===== config.mk =====
export PLATFORM = sky130hd
export DESIGN_NAME = adsq_ctrl
export DESIGN_NICKNAME = d
export VERILOG_FILES = /design/src/hdl/adsq_pkg.sv /design/src/hdl/adsq_ctrl.sv
export VERILOG_INCLUDE_DIRS = /design/src /design/src/hdl
export SDC_FILE = /design/constraint.sdc
export NUM_CORES = 1
export LEC_CHECK = 0
export BUFFER_PORTS_ARGS = -buffer_cell sky130_fd_sc_hd__buf_2
export CAP_MARGIN = 40
export CORE_ASPECT_RATIO = 0.75
export CORE_MARGIN = 3
export CORE_UTILIZATION = 30
export CTS_BUF_LIST = sky130_fd_sc_hd__clkbuf_4
export CTS_CLUSTER_DIAMETER = 40
export DETAILED_ROUTE_END_ITERATION = 8
export GPL_TIMING_DRIVEN = 1
export PLACE_DENSITY = 0.5
export SLEW_MARGIN = 30
export SYNTH_ARGS = -nofsm -noshare
export SYNTH_HDL_FRONTEND = slang
export SYNTH_SLANG_ARGS = --single-unit

===== constraint.sdc =====
create_clock -name clock_i -period 4.3 [get_ports clock_i]
set_input_delay 0.43 -clock clock_i [delete_from_list [all_inputs] [get_ports clock_i]]
set_output_delay 0.43 -clock clock_i [all_outputs]
set_load 0.1 [all_outputs]

===== src/hdl/adsq_map.svh =====
`ifndef ADSQ_MAP_SVH
`define ADSQ_MAP_SVH
`define ADSQ_ADDR_RES_LOW 8'h24
`define ADSQ_ADDR_RES_HIGH 8'h25
`define ADSQ_ADDR_CONTROL 8'h26
`define ADSQ_ADDR_CLOCK 8'h27
`define ADSQ_CTL_START_BIT 7
`define ADSQ_CTL_PENDING_BIT 6
`define ADSQ_CTL_CFG_HI 5
`define ADSQ_CTL_CFG_LO 3
`define ADSQ_CTL_SEL_HI 2
`define ADSQ_CTL_SEL_LO 0
`define ADSQ_CTL_RESET 8'h40
`define ADSQ_CLK_RESET 8'h00
`define ADSQ_CLK_IMPL_MASK 8'h83
`define ADSQ_DIV_2 8'h02
`define ADSQ_DIV_8 8'h08
`define ADSQ_DIV_32 8'h20
`define ADSQ_CONV_STEPS 4'h9
`define ADSQ_SAMPLE_STEPS 4'h2
`endif


===== src/hdl/adsq_pkg.sv =====
package adsq_pkg;
    typedef enum logic [1:0] {
        ADSQ_IDLE = 2'b00,
        ADSQ_ARMED = 2'b01,
        ADSQ_SAMPLE = 2'b10,
        ADSQ_CONVERT = 2'b11
    } adsq_state_e;

    typedef struct packed {
        logic wr;
        logic rd;
        logic [7:0] addr;
        logic [7:0] wdata;
    } adsq_bus_s;

    typedef struct packed {
        logic [3:0] analog_en;
        logic [1:0] input_sel;
        logic power_on;
        logic sample;
        logic clk_tick;
    } adsq_analog_s;
endpackage : adsq_pkg


===== src/hdl/adsq_ctrl.sv =====
// Summary of operation
// - result, control, clock registers at 24h-27h
// - result bytes ignore software writes
// - start runs after start bit falls
// - start rise resets converter, sets pending
// - completion clears pending, sets irq request
// - pending flag is control bit six
// - control bits 1:0 pick analog input
// - control bits 5:3 set analog line count
// - analog lines lose digital and pull-high
// - all-zero port config powers converter off
// - pending flag undefined without reinit pulse
// - clock bits 1:0 pick divide 2/8/32
// - result lsb in low bit7, rest high
`include "adsq_map.svh"
module adsq_ctrl #(
    parameter int RES_W = 9
) (
    input wire logic clock_i,
    input wire logic rst_i,
    input wire logic clk_en_i,
    input wire adsq_pkg::adsq_bus_s bus_i,
    output logic [7:0] rdata_o,
    input wire logic comp_bit_i,
    input wire logic irq_enable_i,
    input wire logic irq_clear_i,
    output logic conv_irq_request_o,
    output logic conv_irq_o,
    output adsq_pkg::adsq_analog_s analog_o
);
    import adsq_pkg::*;

    logic [7:0] ctl_q, ctl_d;
    logic [7:0] clk_q, clk_d;
    logic [RES_W-1:0] res_q, res_d;
    logic [RES_W-1:0] sar_q, sar_d;
    logic [3:0] step_q, step_d;
    logic [7:0] div_q, div_d;
    logic tick_q, tick_d;
    adsq_state_e st_q, st_d;
    logic irq_req_q, irq_req_d;
    logic irq_q, irq_d;
    logic [7:0] rdata_q, rdata_d;
    adsq_analog_s ana_q, ana_d;
    logic start_wr, start_rise, start_fall, done;

    function automatic logic [3:0] lines_from_cfg(input logic [2:0] cfg);
        case (cfg)
            3'b000: lines_from_cfg = 4'h0;
            3'b001: lines_from_cfg = 4'h1;
            3'b010: lines_from_cfg = 4'h3;
            3'b011: lines_from_cfg = 4'h7;
            default: lines_from_cfg = 4'hf;
        endcase
    endfunction : lines_from_cfg

    function automatic logic [7:0] div_from_sel(input logic [1:0] sel);
        case (sel)
            2'b00: div_from_sel = `ADSQ_DIV_2;
            2'b01: div_from_sel = `ADSQ_DIV_8;
            2'b10: div_from_sel = `ADSQ_DIV_32;
            // undefined code: keep slowest clock rather than stall
            default: div_from_sel = `ADSQ_DIV_32;
        endcase
    endfunction : div_from_sel

    assign start_wr = bus_i.wr && bus_i.addr == `ADSQ_ADDR_CONTROL;
    assign start_rise = start_wr && !ctl_q[`ADSQ_CTL_START_BIT]
        && bus_i.wdata[`ADSQ_CTL_START_BIT];
    assign start_fall = start_wr && ctl_q[`ADSQ_CTL_START_BIT]
        && !bus_i.wdata[`ADSQ_CTL_START_BIT];

    // converter clock divider
    always_comb begin
        div_d = div_q;
        tick_d = 1'b0;
        // >= rather than == so a smaller divide takes effect at once
        if (div_q >= div_from_sel(clk_q[1:0]) - 8'h01) begin
            div_d = 8'h00;
            tick_d = 1'b1;
        end else begin
            div_d = div_q + 8'h01;
        end
    end

    // conversion sequencer
    always_comb begin
        st_d = st_q;
        sar_d = sar_q;
        step_d = step_q;
        done = 1'b0;
        // a new rise wins over any state: it aborts a run and rearms
        if (start_rise) begin
            st_d = ADSQ_ARMED;
            sar_d = '0;
            step_d = 4'h0;
        end else begin
            case (st_q)
                ADSQ_IDLE: st_d = ADSQ_IDLE;
                ADSQ_ARMED: begin
                    if (start_fall) begin
                        st_d = ADSQ_SAMPLE;
                        step_d = 4'h0;
                    end
                end
                ADSQ_SAMPLE: begin
                    if (tick_q) begin
                        if (step_q == `ADSQ_SAMPLE_STEPS - 4'h1) begin
                            st_d = ADSQ_CONVERT;
                            step_d = 4'h0;
                        end else begin
                            step_d = step_q + 4'h1;
                        end
                    end
                end
                ADSQ_CONVERT: begin
                    if (tick_q) begin
                        // msb first: one decision per converter clock
                        sar_d = {sar_q[RES_W-2:0], comp_bit_i};
                        if (step_q == `ADSQ_CONV_STEPS - 4'h1) begin
                            st_d = ADSQ_IDLE;
                            done = 1'b1;
                        end else begin
                            step_d = step_q + 4'h1;
                        end
                    end
                end
                default: st_d = ADSQ_IDLE;
            endcase
        end
    end

    // registers and flags
    always_comb begin
        ctl_d = ctl_q;
        clk_d = clk_q;
        res_d = res_q;
        irq_req_d = irq_req_q;
        irq_d = 1'b0;
        if (bus_i.wr) begin
            case (bus_i.addr)
                // pending ignores writes; a config change without a start pulse leaves it stale
                `ADSQ_ADDR_CONTROL: ctl_d = {bus_i.wdata[7], ctl_q[6], bus_i.wdata[5:0]};
                `ADSQ_ADDR_CLOCK: clk_d = bus_i.wdata & `ADSQ_CLK_IMPL_MASK;
                default: ;
            endcase
        end
        if (start_rise) begin
            ctl_d[`ADSQ_CTL_PENDING_BIT] = 1'b1;
        end
        if (irq_clear_i) begin
            irq_req_d = 1'b0;
        end
        if (done) begin
            res_d = {sar_q[RES_W-2:0], comp_bit_i};
            ctl_d[`ADSQ_CTL_PENDING_BIT] = 1'b0;
            irq_req_d = 1'b1;
            irq_d = irq_enable_i;
        end
    end

    // read mux and analog controls
    always_comb begin
        rdata_d = 8'h00;
        if (bus_i.rd) begin
            case (bus_i.addr)
                `ADSQ_ADDR_RES_LOW: rdata_d = {res_q[0], 7'h00};
                `ADSQ_ADDR_RES_HIGH: rdata_d = res_q[RES_W-1:1];
                `ADSQ_ADDR_CONTROL: rdata_d = ctl_q;
                `ADSQ_ADDR_CLOCK: rdata_d = clk_q;
                default: rdata_d = 8'h00;
            endcase
        end
        // analog controls are registered so the pads see no decode glitches
        ana_d.analog_en = lines_from_cfg(ctl_q[5:3]);
        ana_d.input_sel = ctl_q[1:0];
        ana_d.power_on = |ctl_q[5:3];
        ana_d.sample = st_q == ADSQ_SAMPLE;
        ana_d.clk_tick = tick_q;
    end

    always_ff @(posedge clock_i or posedge rst_i) begin
        if (rst_i) begin
            ctl_q <= `ADSQ_CTL_RESET;
            clk_q <= `ADSQ_CLK_RESET;
            res_q <= '0;
            sar_q <= '0;
            step_q <= 4'h0;
            div_q <= 8'h00;
            tick_q <= 1'b0;
            st_q <= ADSQ_IDLE;
            irq_req_q <= 1'b0;
            irq_q <= 1'b0;
            rdata_q <= 8'h00;
            ana_q <= '0;
        end else if (clk_en_i) begin
            ctl_q <= ctl_d;
            clk_q <= clk_d;
            res_q <= res_d;
            sar_q <= sar_d;
            step_q <= step_d;
            div_q <= div_d;
            tick_q <= tick_d;
            st_q <= st_d;
            irq_req_q <= irq_req_d;
            irq_q <= irq_d;
            rdata_q <= rdata_d;
            ana_q <= ana_d;
        end
    end

    assign rdata_o = rdata_q;
    assign conv_irq_request_o = irq_req_q;
    assign conv_irq_o = irq_q;
    assign analog_o = ana_q;
endmodule : adsq_ctrl


Word level (Yosys, flattened, before mapping)
Cells that the tools add are included.

$add $sub $neg: 3. $lt $le $gt $ge: 1. Eq/ne operators: 19. Multiplexer cells: 34. Reduce and logical (&&, ||, !) cells: 24.

Operators by type and width (number): 2-to-1 mux 8 bit (5); equality test 8 x 6 -> 1 bit (second input constant) (4); case mux 8 bit (4 select lines) (1); 2-to-1 mux 4 bit (6); case mux 4 bit (4 select lines) (1); 2-to-1 mux 2 bit (6); inequality test 3 bit (second input constant) (4); case mux 4 bit (3 select lines) (1); case mux 6 bit (2 select lines) (1); AND reduction 6 bit (2); 2-to-1 mux 1 bit (10); AND reduction 3 bit (3); adder 8 x 1 -> 8 bit (second input constant) (1); greater-or-equal comparator 8 bit (1); case mux 2 bit (4 select lines) (1); nonzero test 2 bit (4); subtractor 8 x 1 -> 8 bit (second input constant) (1); 2-to-1 mux 7 bit (1); equality test 3 x 2 -> 1 bit (second input constant) (2); 2-to-1 mux 6 bit (1); AND reduction 2 bit (3); logical AND 1 bit (5); adder 4 x 1 -> 4 bit (second input constant) (1); equality test 2 x 1 -> 1 bit (second input constant) (2); other kinds (11) (14).

Register bits after elaboration: 62. Input port bits: 24. Word-level logic and storage cells: 98. Output and inout bits: 19.

Logic depth before layout (Yosys ltp)
Gate-level depths: netlist of run 1.

Depth after elaboration: 7. Gate-level depth with buffers: 8. Gate-level depth less buffers: 8.

Worst setup path after synthesis of run 1
Ideal clock, no wire load.

Kind: register to register. Start: reg clk_q[1]. End: reg div_q[3]. Stages on the path, launching flop included: 9. Buffers on the path: 0. Data required time: 4.182 ns. Setup time: 0.118 ns. Period minus slack after synthesis: 2.259 ns. Slack: 2.041 ns. Data arrival time: 2.141 ns. Path through: dfrtp_1 -> or2_2 -> ha_1 -> ha_1 -> nand2_1 -> o21a_1 -> o211ai_1 -> o21ai_0 -> a21o_1.

Word-level cells in the longest chain between the ends: 5. Elaborated cells between the ends (all ways): 6. Classes of those cells: add/sub (1); order compare (1); eq/ne (1); mux (2); reduce/logical (1).

Ends and longest elaborated chain: from (decl) (line adsq_ctrl.sv:34) `logic [7:0] clk_q, clk_d;`; from (signal assigned) (line adsq_ctrl.sv:185) `` clk_q <= `ADSQ_CLK_RESET; ``; from (signal assigned) (line adsq_ctrl.sv:198) `clk_q <= clk_d;`; equality test 2 x 1 -> 1 bit / logical NOT 2 bit (equally long branches) (line adsq_ctrl.sv:58) `case (sel)`; case mux 6 bit (2 select lines) * (line adsq_ctrl.sv:58); subtractor 8 x 1 -> 8 bit * (line adsq_ctrl.sv:78) `if (div_q >= div_from_sel(clk_q[1:0]) - 8'h01) begin`; greater-or-equal comparator 8 bit * (line adsq_ctrl.sv:78); 2-to-1 mux 8 bit * (line adsq_ctrl.sv:78); to (signal assigned) (line adsq_ctrl.sv:202) `div_q <= div_d;`; to (decl) (line adsq_ctrl.sv:38) `logic [7:0] div_q, div_d;`.

Every way passes the cells marked *; elsewhere a longest branch is shown, timed or not. A chain may end at the register's enable or synchronous reset.

Final worst setup path of run 1
Start: reg clk_q[1]. End: reg div_q[7].

The elaborated chain is that of the path after synthesis.

==> results of run 1 <==
==> worst min-delay path, cell delays in order <==
cell and delay [ps]:
buf_2 100, inv_2 30, buf_4 280
==> layer usage <==
layer,vias up,GRT usage (%),wire (um)
met5,-,0,0
met4,0,3.914,59
met3,5,3.869,269
met2,31,17.70,2940
met1,1039,16.55,3247
li1,1041,-,-
==> synthesized netlist by cell type (all sizes together) (3+ instances only) <==
library cell	count
o21ai	8
nand3	8
nand2	12
nor3	4
ha	13
o21a	3
mux2	28
dfrtp	61
and3	4
xnor2	3
nor2	19
a21o	4
o2bb2ai	3
mux2i	3
nand4	5
xor2	3
a22o	18
inv	16
buf	3
a21oi	7
clkbuf	4
==> cell type report <==
cell class              instances  area, um2  area share [%]
multi-input cells             173       1393           39.22
flip-flops and latches         62       1553           43.73
repair buffers                 44      240.2           6.765
diodes                          1      2.502         0.07047
clock buffers                  11      82.58           2.326
inverters                      17      65.06           1.832
well taps                     132      165.2           4.651
clock inverters                 5      50.05           1.409
==> cells by family after synthesis <==
logic type               synth area share, %
AO/OA/AOI/OAI                          13.48
adder cells (fa/ha/maj)                5.328
flip-flops                             50.86
multiplexers                           12.17
AND/OR/NAND/NOR                        12.91
buffers and inverters                  3.524
XOR/XNOR                               1.722
==> stage by stage <==
stage | instances | worst slack [ps] | instance area (um2)
floorplan | 259 | 2041 | 3053
global placement | 427 | 1803 | 3396
detailed placement | 427 | 1774 | 3396
CTS | 443 | 1731 | 3528
global route | 444 | 1597 | 3548
finish | 445 | 1770 | 3551
==> power by group <==
part	internal (uW)	switching, uW	total, uW	leakage [uW]
clock	186	206	392	0.0000719
combinational	196	299	495	0.000843
sequential	668	80.6	748	0.000833
total	1050	586	1640	0.00175
==> state kept, by name, indices dropped and copies added (netlist names) <==
signal	cells
tick_q	1
sar_q	8
conv_irq_o	1
analog_o	9
res_q	9
ctl_q	8
step_q	4
conv_irq_request_o	1
rdata_o	8
clk_q	3
div_q	8
st_q	2
==> worst min path at each step <==
stage	startpoint	cells after the start	slack [ps]	end
2_1_floorplan	sar_q[7]$_DFFE_PP0P_	1	460	sar_q[7]$_DFFE_PP0P_
3_3_place_gp	conv_irq_request_o$_DFFE_PP0P_	1	460	conv_irq_request_o$_DFFE_PP0P_
3_5_place_dp	conv_irq_request_o$_DFFE_PP0P_	1	460	conv_irq_request_o$_DFFE_PP0P_
4_1_cts	irq_enable_i	2	210	conv_irq_o$_DFFE_PP0P_
5_1_grt	rst_i	3	30	ctl_q[1]$_DFFE_PP0P_
6_report	rst_i	3	40	ctl_q[1]$_DFFE_PP0P_
==> impl_metrics.py, run 1 <==
metrics = {
    "status": {
        "outcome": "finished clean",
    },
    "logic_synthesis": {
        "ys_seq_area_share_pct": 50.86,
        "synth_warnings": 0,
        "synth_edf_count": 0,
        "syn_area_per_cell_um2": 11.79,
        "synth_fp_nets": 296,
        "syn_inst": 259,
        "synth_top_area_share_pct": 50.00,
        "synth_cell_types": 51,
        "synth_top_area_cell": "dfrtp_1",
        "async_reset_ff_share_pct": 100.0,
        "synthTopCellsByArea": "dfrtp_1 50%, mux2_2 7.7%, ha_1 5.3%",
        "ys_seq_elements": 62,
        "synth_area_um2": 3053,
        "synth_ff_type": "dfrtp_1",
    },
    "power": {
        "powerDensity_nw_per_um2": 460.7,
        "max-vdd-ir-drop_mv": 0.1498,
        "p_leak_uw": 0.001748,
        "power_uw": 1636,
    },
    "setup_path": {
        "critPathArrivalTime_ps": 2810,
        "crit_family": "simple AND/OR/NAND/NOR gates",
        "crit_fanout": 7,
        "reg2reg_slack_ps": 1770,
        "crit_path_top_delay_cell": "dfrtp_1",
        "path_cells": "or2_2, ha_1, ha_1, nand2_1, o21a_1, o211ai_1, and2_1, nor2_1",
        "crit_path_end": "div_q[7]$_DFFE_PP0P_",
        "r2r-start": "clk_q[1]$_DFFE_PP0P_",
        "required_ps": 4580,
        "crit_buf_inv": 0,
        "crit_start": "clk_q[1]$_DFFE_PP0P_",
        "crit_cells": 8,
        "cpMostUsedCell": "ha_1",
        "criticalPathCategory": "reg -> reg",
        "crit_path_start_kind": "register",
        "critPathMaxStageDelay_ps": 440,
        "r2r_end": "div_q[7]$_DFFE_PP0P_",
        "rr_worst_depth": 8,
        "setup.worst_path.end_class": "register",
    },
    "floorplanning": {
        "die_h_um": 93.37,
        "dieArea_um2": 11440,
        "die_w_um": 122.5,
        "core-area_um2": 9774,
        "rows": 31,
        "initial_core_util_pct": 31.23,
        "ios": 43,
    },
    "timing": {
        "worst_slew_pin_slew_ps": 561.8,
        "min_period_over_period_pct": 58.84,
        "hold_viol_final": 0,
        "min_period_ps": 2530,
        "holdWs_ps": 40.68,
        "finalClockSkew_ps": 14.19,
        "tns_ps": 0,
        "drv_slew": 0,
        "maxSlewHeadroom_pct": 62.41,
        "setup_viol": 0,
        "fmax_mhz": 395.3,
        "rsz0062_at_grt": "no",
    },
    "place": {
        "io_buffer_count": 41,
        "dp_hpwl_um": 4566,
        "place_congestion": 0.7343,
    },
    "clocking": {
        "cts_root_buffer": "clkbuf_4",
        "clk_latency_ps": 400,
        "clk_path_buf_depth": 2,
        "post-cts-setup-buffers": 0,
        "clock_sinks": 62,
        "cts_resized": 0,
        "cts_tree": "done",
        "cts_buffers": 9,
        "cts_hold_buf": 0,
        "htreeDepth": 3,
        "clkTransAtPathRegs_ps": 110,
    },
    "final_layout": {
        "final_cell_mix": "61 x dfrtp_1, 41 x buf_2, 21 x mux2_2",
        "fillers": 1022,
        "utilization_pct": 36.33,
        "nNetsFinal": 344,
        "final_layout_size_suffix_gt1_share_pct": 31.09,
        "final_common_cell": "dfrtp_1",
        "syn2layout_area_growth_pct": 16.31,
    },
    "detailed_routing": {
        "drt_wl_total_um": 6516,
        "dr.pass1.iters": 4,
        "antenna_left": 0,
        "wl_per_cell_um": 14.64,
        "drc": 0,
        "routed-via-count": 2116,
        "drt_iter0_markers": 133,
        "vias_per_cell": 4.755,
    },
    "flow_run": {
        "maxCapViolCount": 0,
    },
    "global_routing": {
        "grt_overflow": 0,
        "grt.total_usage_pct": 11.97,
        "grt_pass1_wl_um": 10420,
        "antenna_found_initial": 0,
        "grt_max_degree": 63,
        "grt_pass1_vias": 2039,
    },
    "hold_path": {
        "hold_path.class": "in -> async",
    },
}
No activity file was read; power rests on OpenSTA's default activity.
==> run 2: changes to the inputs <==
Settings changed: PLACE_DENSITY 0.5 to 0.52.
Clock period 4.3 ns to 2.3 ns, I/O delays scaled along.
==> run 2 against run 1 <==
- largest cell class unchanged
- non-clock buffer count grew 8
- largest power group unchanged
- fmax grew 18%
- routed wire length increased by 2.2%
- first-iteration DRC count is 8.3% lower
- global-route usage up 0.86 points
- core utilization up 1.7 points
- via count up 1.3%
==> impl_metrics.py, run 2 (synthesis gave the netlist of run 1 again) <==
metrics = {
    "setup_path": {
        "r2r-start": "clk_q[1]$_DFFE_PP0P_",
        "crit_path_top_delay_cell": "dfrtp_1",
        "crit_family": "adder cells",
        "r2r_end": "div_q[0]$_DFFE_PP0P_",
        "critPathArrivalTime_ps": 2460,
        "criticalPathCategory": "reg -> reg",
        "crit_buf_inv": 2,
        "rr_worst_depth": 10,
        "critPathMaxStageDelay_ps": 400,
        "path_cells": "buf_4, nand2b_1, ha_4, ha_4, nand2_1, o21a_1, o211ai_1, buf_4, nor2_1, mux2_2",
        "reg2reg_slack_ps": 150,
        "crit_fanout": 6,
        "crit_path_start_kind": "register",
        "required_ps": 2610,
        "setup.worst_path.end_class": "register",
    },
    "clocking": {
        "cts_tree": "done",
        "cts_buffers": 9,
        "clkTransAtPathRegs_ps": 120,
        "cts_root_buffer": "clkbuf_4",
        "htreeDepth": 3,
        "clk_path_buf_depth": 2,
        "clk_latency_ps": 410,
        "post-cts-setup-buffers": 0,
        "clock_sinks": 62,
    },
    "timing": {
        "fin_ws_ps": 154.5,
        "rsz0062_at_grt": "no",
        "finalClockSkew_ps": 14.96,
        "setup_viol": 0,
        "fmax_mhz": 466.1,
        "drv_slew": 0,
        "tns_ps": 0,
        "min_period_ps": 2145,
        "min_period_over_period_pct": 93.28,
        "hold_viol_final": 0,
        "worst_slew_pin_slew_ps": 562.2,
        "maxSlewHeadroom_pct": 62.47,
    },
    "final_layout": {
        "nNetsFinal": 352,
        "fillers": 984,
        "num_antenna_cells": 0,
        "regArea_um2": 1553,
        "design_area_um2": 3720,
        "final_cell_mix": "61 x dfrtp_1, 41 x buf_2, 21 x mux2_2",
        "final_layout_size_suffix_gt1_share_pct": 33.75,
        "syn2layout_area_growth_pct": 21.84,
        "final_common_cell": "dfrtp_1",
        "multiInputGateArea_um2": 1420,
    },
    "hold_path": {
        "min-delay-start": "bus_i[3]",
        "hold_path.class": "in -> reg",
        "whs_endpoint": "ctl_q[3]$_DFFE_PP0P_",
        "hold_depth": 2,
    },
    "floorplanning": {
        "core-area_um2": 9774,
        "ios": 43,
        "initial_core_util_pct": 31.23,
        "die_w_um": 122.5,
        "die_h_um": 93.37,
        "rows": 31,
        "dieArea_um2": 11440,
    },
    "detailed_routing": {
        "dr.pass1.iters": 5,
        "wl_per_cell_um": 14.73,
        "drt_wl_total_um": 6660,
        "routed-via-count": 2144,
        "drt_iter0_markers": 122,
        "antenna_left": 0,
        "drc": 0,
        "vias_per_cell": 4.743,
    },
    "global_routing": {
        "grt_pass1_wl_um": 11330,
        "grtUsageMet2_pct": 18.02,
        "met1_usage_pct": 18.82,
        "top_usage_layer": "met1",
        "grt_pass1_vias": 2164,
        "gr-usage-met3_pct": 4.232,
        "grt.total_usage_pct": 12.83,
        "grt_overflow": 0,
        "grt_max_degree": 40,
        "antenna_found_initial": 0,
    },
    "flow_run": {
        "maxCapViolCount": 0,
    },
    "place": {
        "dp_hpwl_um": 4787,
        "place_congestion": 0.7606,
        "post_dp_cell_area_um2": 3468,
        "io_buffer_count": 41,
        "preCtsSetupSlack_ps": 24.08,
    },
    "power": {
        "p_leak_uw": 0.001828,
        "powerDensity_nw_per_um2": 929.2,
        "max-vdd-ir-drop_mv": 0.2858,
    },
    "status": {
        "outcome": "finished clean",
    },
}
[run 2: layer usage]
layer / share of wire (%) / vias up
met3: 4.8 / 8
met4: 1.1 / 0
met1: 51 / 1045
met2: 43 / 37
li1: - / 1054
met5: 0 / -
[run 2: worst reg2reg max path: cells and delay by family (launching register included)]
family          cells  cell delay [ps]
fa+ha+maj           2              490
compound gates      2              340
buf+inv             2              320
flops               1              400
simple gates        3              250
mux                 1              250
[run 2: how the worst max path moves through the flow]
stage / from / endpoint / slack, ps / depth (start not counted)
5_1_grt: clk_q[1]$_DFFE_PP0P_ / div_q[0]$_DFFE_PP0P_ / 2 / 10
4_1_cts: clk_q[1]$_DFFE_PP0P_ / div_q[0]$_DFFE_PP0P_ / 20 / 9
3_5_place_dp: clk_q[1]$_DFFE_PP0P_ / div_q[0]$_DFFE_PP0P_ / 20 / 9
2_1_floorplan: clk_q[1]$_DFFE_PP0P_ / div_q[3]$_DFFE_PP0P_ / 40 / 8
3_3_place_gp: clk_q[1]$_DFFE_PP0P_ / div_q[0]$_DFFE_PP0P_ / 40 / 9
6_report: clk_q[1]$_DFFE_PP0P_ / div_q[0]$_DFFE_PP0P_ / 150 / 10
[run 2: report_power, final]
group	internal, uW	switching [uW]
combinational	396	572
sequential	1250	153
clock	665	422
total	2310	1150
[run 2: layout make-up]
type	count	area share (%)
Sequential cell	62	41.74
Tap cell	132	4.440
Timing Repair Buffer	52	8.140
Clock buffer	9	1.816
Inverter	17	1.749
Multi-Input combinational cell	173	38.18
Clock inverter	7	3.935
[run 2: timing repair]
item	in CTS	in global routing
resized for setup	0	3
endpoints found under the hold margin	23	0
hold buffers	1	0
setup endpoints to repair	0	7
[run 2: through the flow]
stage	instances	power [uW]	util, %	hold WS [ps]
global route	452	3679	38.06	6.625
detailed placement	435	2390	35.48	324.2
CTS	452	3484	37.78	10.91
floorplan	259	2134	-	362.7
global placement	435	2365	35.48	310.1
finish	452	3456	38.06	37.12
==> run 3: changes to the inputs <==
Settings changed: CTS_BUF_LIST sky130_fd_sc_hd__clkbuf_4 to unset, PLACE_DENSITY 0.52 to 0.5.
Clock period 2.3 ns to 2.8 ns, I/O delays scaled along.
==> run 3 against run 2 <==
- design area up 1.4%
- flip-flop and latch count unchanged
- hold slack worse by 62 ps
- global-route usage down 0.25 points
- the flow now finishes with violations (hold timing)
- register-to-register slack better by 150 ps
- routed wire length down 2.4%
==> impl_metrics.py, run 3 (synthesis gave the netlist of run 1 again) <==
metrics = {
    "status": {
        "outcome": "finished with violations",
        "violations": "hold timing",
    },
    "setup_path": {
        "criticalPathCategory": "reg -> reg",
        "crit_path_top_delay_cell": "o211ai_1",
        "rr_worst_depth": 8,
        "required_ps": 3010,
        "critPathArrivalTime_ps": 2710,
        "cpMostUsedCell": "ha_1",
        "setup.worst_path.end_class": "register",
        "crit_path_start_kind": "register",
        "r2r-start": "clk_q[1]$_DFFE_PP0P_",
        "r2r_end": "div_q[5]$_DFFE_PP0P_",
        "reg2reg_slack_ps": 300,
        "path_cells": "or2_2, ha_1, ha_1, nand2_1, o21a_1, o211ai_1, and2_1, nor2_1",
        "critPathMaxStageDelay_ps": 430,
        "crit_fanout": 7,
    },
    "global_routing": {
        "grt.total_usage_pct": 12.57,
        "grt_max_degree": 37,
        "antenna_found_initial": 0,
        "grt_overflow": 0,
        "grt_pass1_wl_um": 10820,
        "met1_usage_pct": 17.54,
        "top_usage_layer": "met2",
        "gr-usage-met3_pct": 5.018,
        "grt_pass1_vias": 2065,
        "grtUsageMet2_pct": 17.65,
    },
    "place": {
        "preCtsSetupSlack_ps": 301.2,
        "place_congestion": 0.7261,
        "post_dp_cell_area_um2": 3411,
        "dp_hpwl_um": 4796,
        "io_buffer_count": 41,
    },
    "clocking": {
        "cts_hold_buf": 0,
        "clk_latency_ps": 330,
        "cts_resized": 0,
        "clock_sinks": 62,
        "cts_root_buffer": "clkbuf_16",
        "cts_buffers": 9,
        "post-cts-setup-buffers": 0,
        "clkTransAtPathRegs_ps": 50,
        "clk_path_buf_depth": 2,
        "htreeDepth": 3,
        "cts_tree": "done",
    },
    "hold_path": {
        "hold_path.class": "in -> async",
    },
    "detailed_routing": {
        "antenna_left": 0,
        "vias_per_cell": 4.740,
        "drt_wl_total_um": 6499,
        "routed-via-count": 2114,
        "wl_per_cell_um": 14.57,
        "drc": 0,
        "drt_iter0_markers": 97,
        "dr.pass1.iters": 4,
    },
    "timing": {
        "tns_ps": 0,
        "holdWs_ps": -25.38,
        "finalClockSkew_ps": 5.016,
        "rsz0062_at_grt": "no",
        "drv_slew": 0,
        "fmax_mhz": 400.7,
        "setup_viol": 0,
        "maxSlewHeadroom_pct": 66.69,
        "min_period_ps": 2495,
        "min_period_over_period_pct": 89.12,
        "worst_slew_pin_slew_ps": 497.4,
        "hold_viol_final": 18,
        "fin_ws_ps": 304.6,
    },
    "final_layout": {
        "final_common_cell": "dfrtp_1",
        "final_layout_size_suffix_gt1_share_pct": 31.85,
        "nNetsFinal": 346,
        "design_area_um2": 3774,
        "fillers": 975,
        "syn2layout_area_growth_pct": 23.61,
        "final_cell_mix": "61 x dfrtp_1, 41 x buf_2, 21 x mux2_2",
        "num_antenna_cells": 0,
    },
    "floorplanning": {
        "rows": 31,
        "die_w_um": 122.5,
        "dieArea_um2": 11440,
        "core-area_um2": 9774,
        "ios": 43,
        "initial_core_util_pct": 31.23,
        "die_h_um": 93.37,
    },
    "power": {
        "clockPowerShare_pct": 39.0,
        "p_int_uw": 2183,
        "p_leak_uw": 0.001856,
        "pwr-share-comb_pct": 24.4,
        "seqPwrFrac_pct": 36.6,
        "swShare_pct": 30.82,
        "max-vdd-ir-drop_mv": 0.2962,
        "power_uw": 3156,
        "power_switching_uw": 972.8,
        "powerDensity_nw_per_um2": 836.4,
    },
    "flow_run": {
        "maxCapViolCount": 0,
    },
}
-- run 3: changes by cell type in the layout (fill, tap and decap cells not counted), moves of 2 or more --
cell	previous run	this run
clkbuf_16	0	9
clkbuf_8	0	3
ha_1	11	13
bufinv_16	4	2
ha_4	2	0
clkinv_4	3	0
clkbuf_4	9	0
buf_4	9	4
-- run 3: layer usage --
metal / routed length (um) / vias to the layer above
met5: 0 / -
met4: 51 / 0
met3: 268 / 4
met2: 2855 / 30
met1: 3323 / 1038
li1: - / 1042
-- run 3: layout make-up --
| cell class | instances | area (um2) | area share, % |
|---|---|---|---|
| clock buffer | 13 | 270.3 | 7.162 |
| inverter | 17 | 65.06 | 1.724 |
| tap | 132 | 165.2 | 4.377 |
| clock inverter | 3 | 65.06 | 1.724 |
| timing repair buffer | 46 | 262.8 | 6.963 |
| multi-input combinational | 173 | 1393 | 36.90 |
| sequential | 62 | 1553 | 41.15 |
-- run 3: through the flow --
step / hold slack, ps / util (%) / cells
floorplan: 412.7 / - / 259
global placement: 455.8 / 34.89 / 429
detailed placement: 460.7 / 34.89 / 429
CTS: 127.4 / 38.33 / 445
global route: 9.053 / 38.61 / 446
finish: -25.38 / 38.61 / 446
-- run 3: power groups by stage --
stage / Sequential, uW / Combinational [uW] / Clock [uW]
floorplan: 1280 / 470 / 0
global placement: 1160 / 756 / 0
detailed placement: 1170 / 775 / 0
CTS: 1160 / 777 / 1270
global route: 1180 / 855 / 1310
finish: 1160 / 769 / 1230
-- run 3: worst max-delay path by stage --
stage	startpoint	end	slack, ps	cells past startpoint
2_1_floorplan	clk_q[1]$_DFFE_PP0P_	div_q[3]$_DFFE_PP0P_	540	8
5_1_grt	clk_q[1]$_DFFE_PP0P_	div_q[7]$_DFFE_PP0P_	180	8
3_5_place_dp	clk_q[1]$_DFFE_PP0P_	div_q[6]$_DFFE_PP0P_	300	8
6_report	clk_q[1]$_DFFE_PP0P_	div_q[5]$_DFFE_PP0P_	300	8
3_3_place_gp	clk_q[1]$_DFFE_PP0P_	div_q[7]$_DFFE_PP0P_	300	8
4_1_cts	clk_q[1]$_DFFE_PP0P_	div_q[4]$_DFFE_PP0P_	290	8
-- run 3: critical path, delay by kind of cell (launching register included) --
kind / cells / cell delay (ps)
compound gates: 2 / 610
flops: 1 / 420
fa+ha+maj: 2 / 590
simple gates: 4 / 760
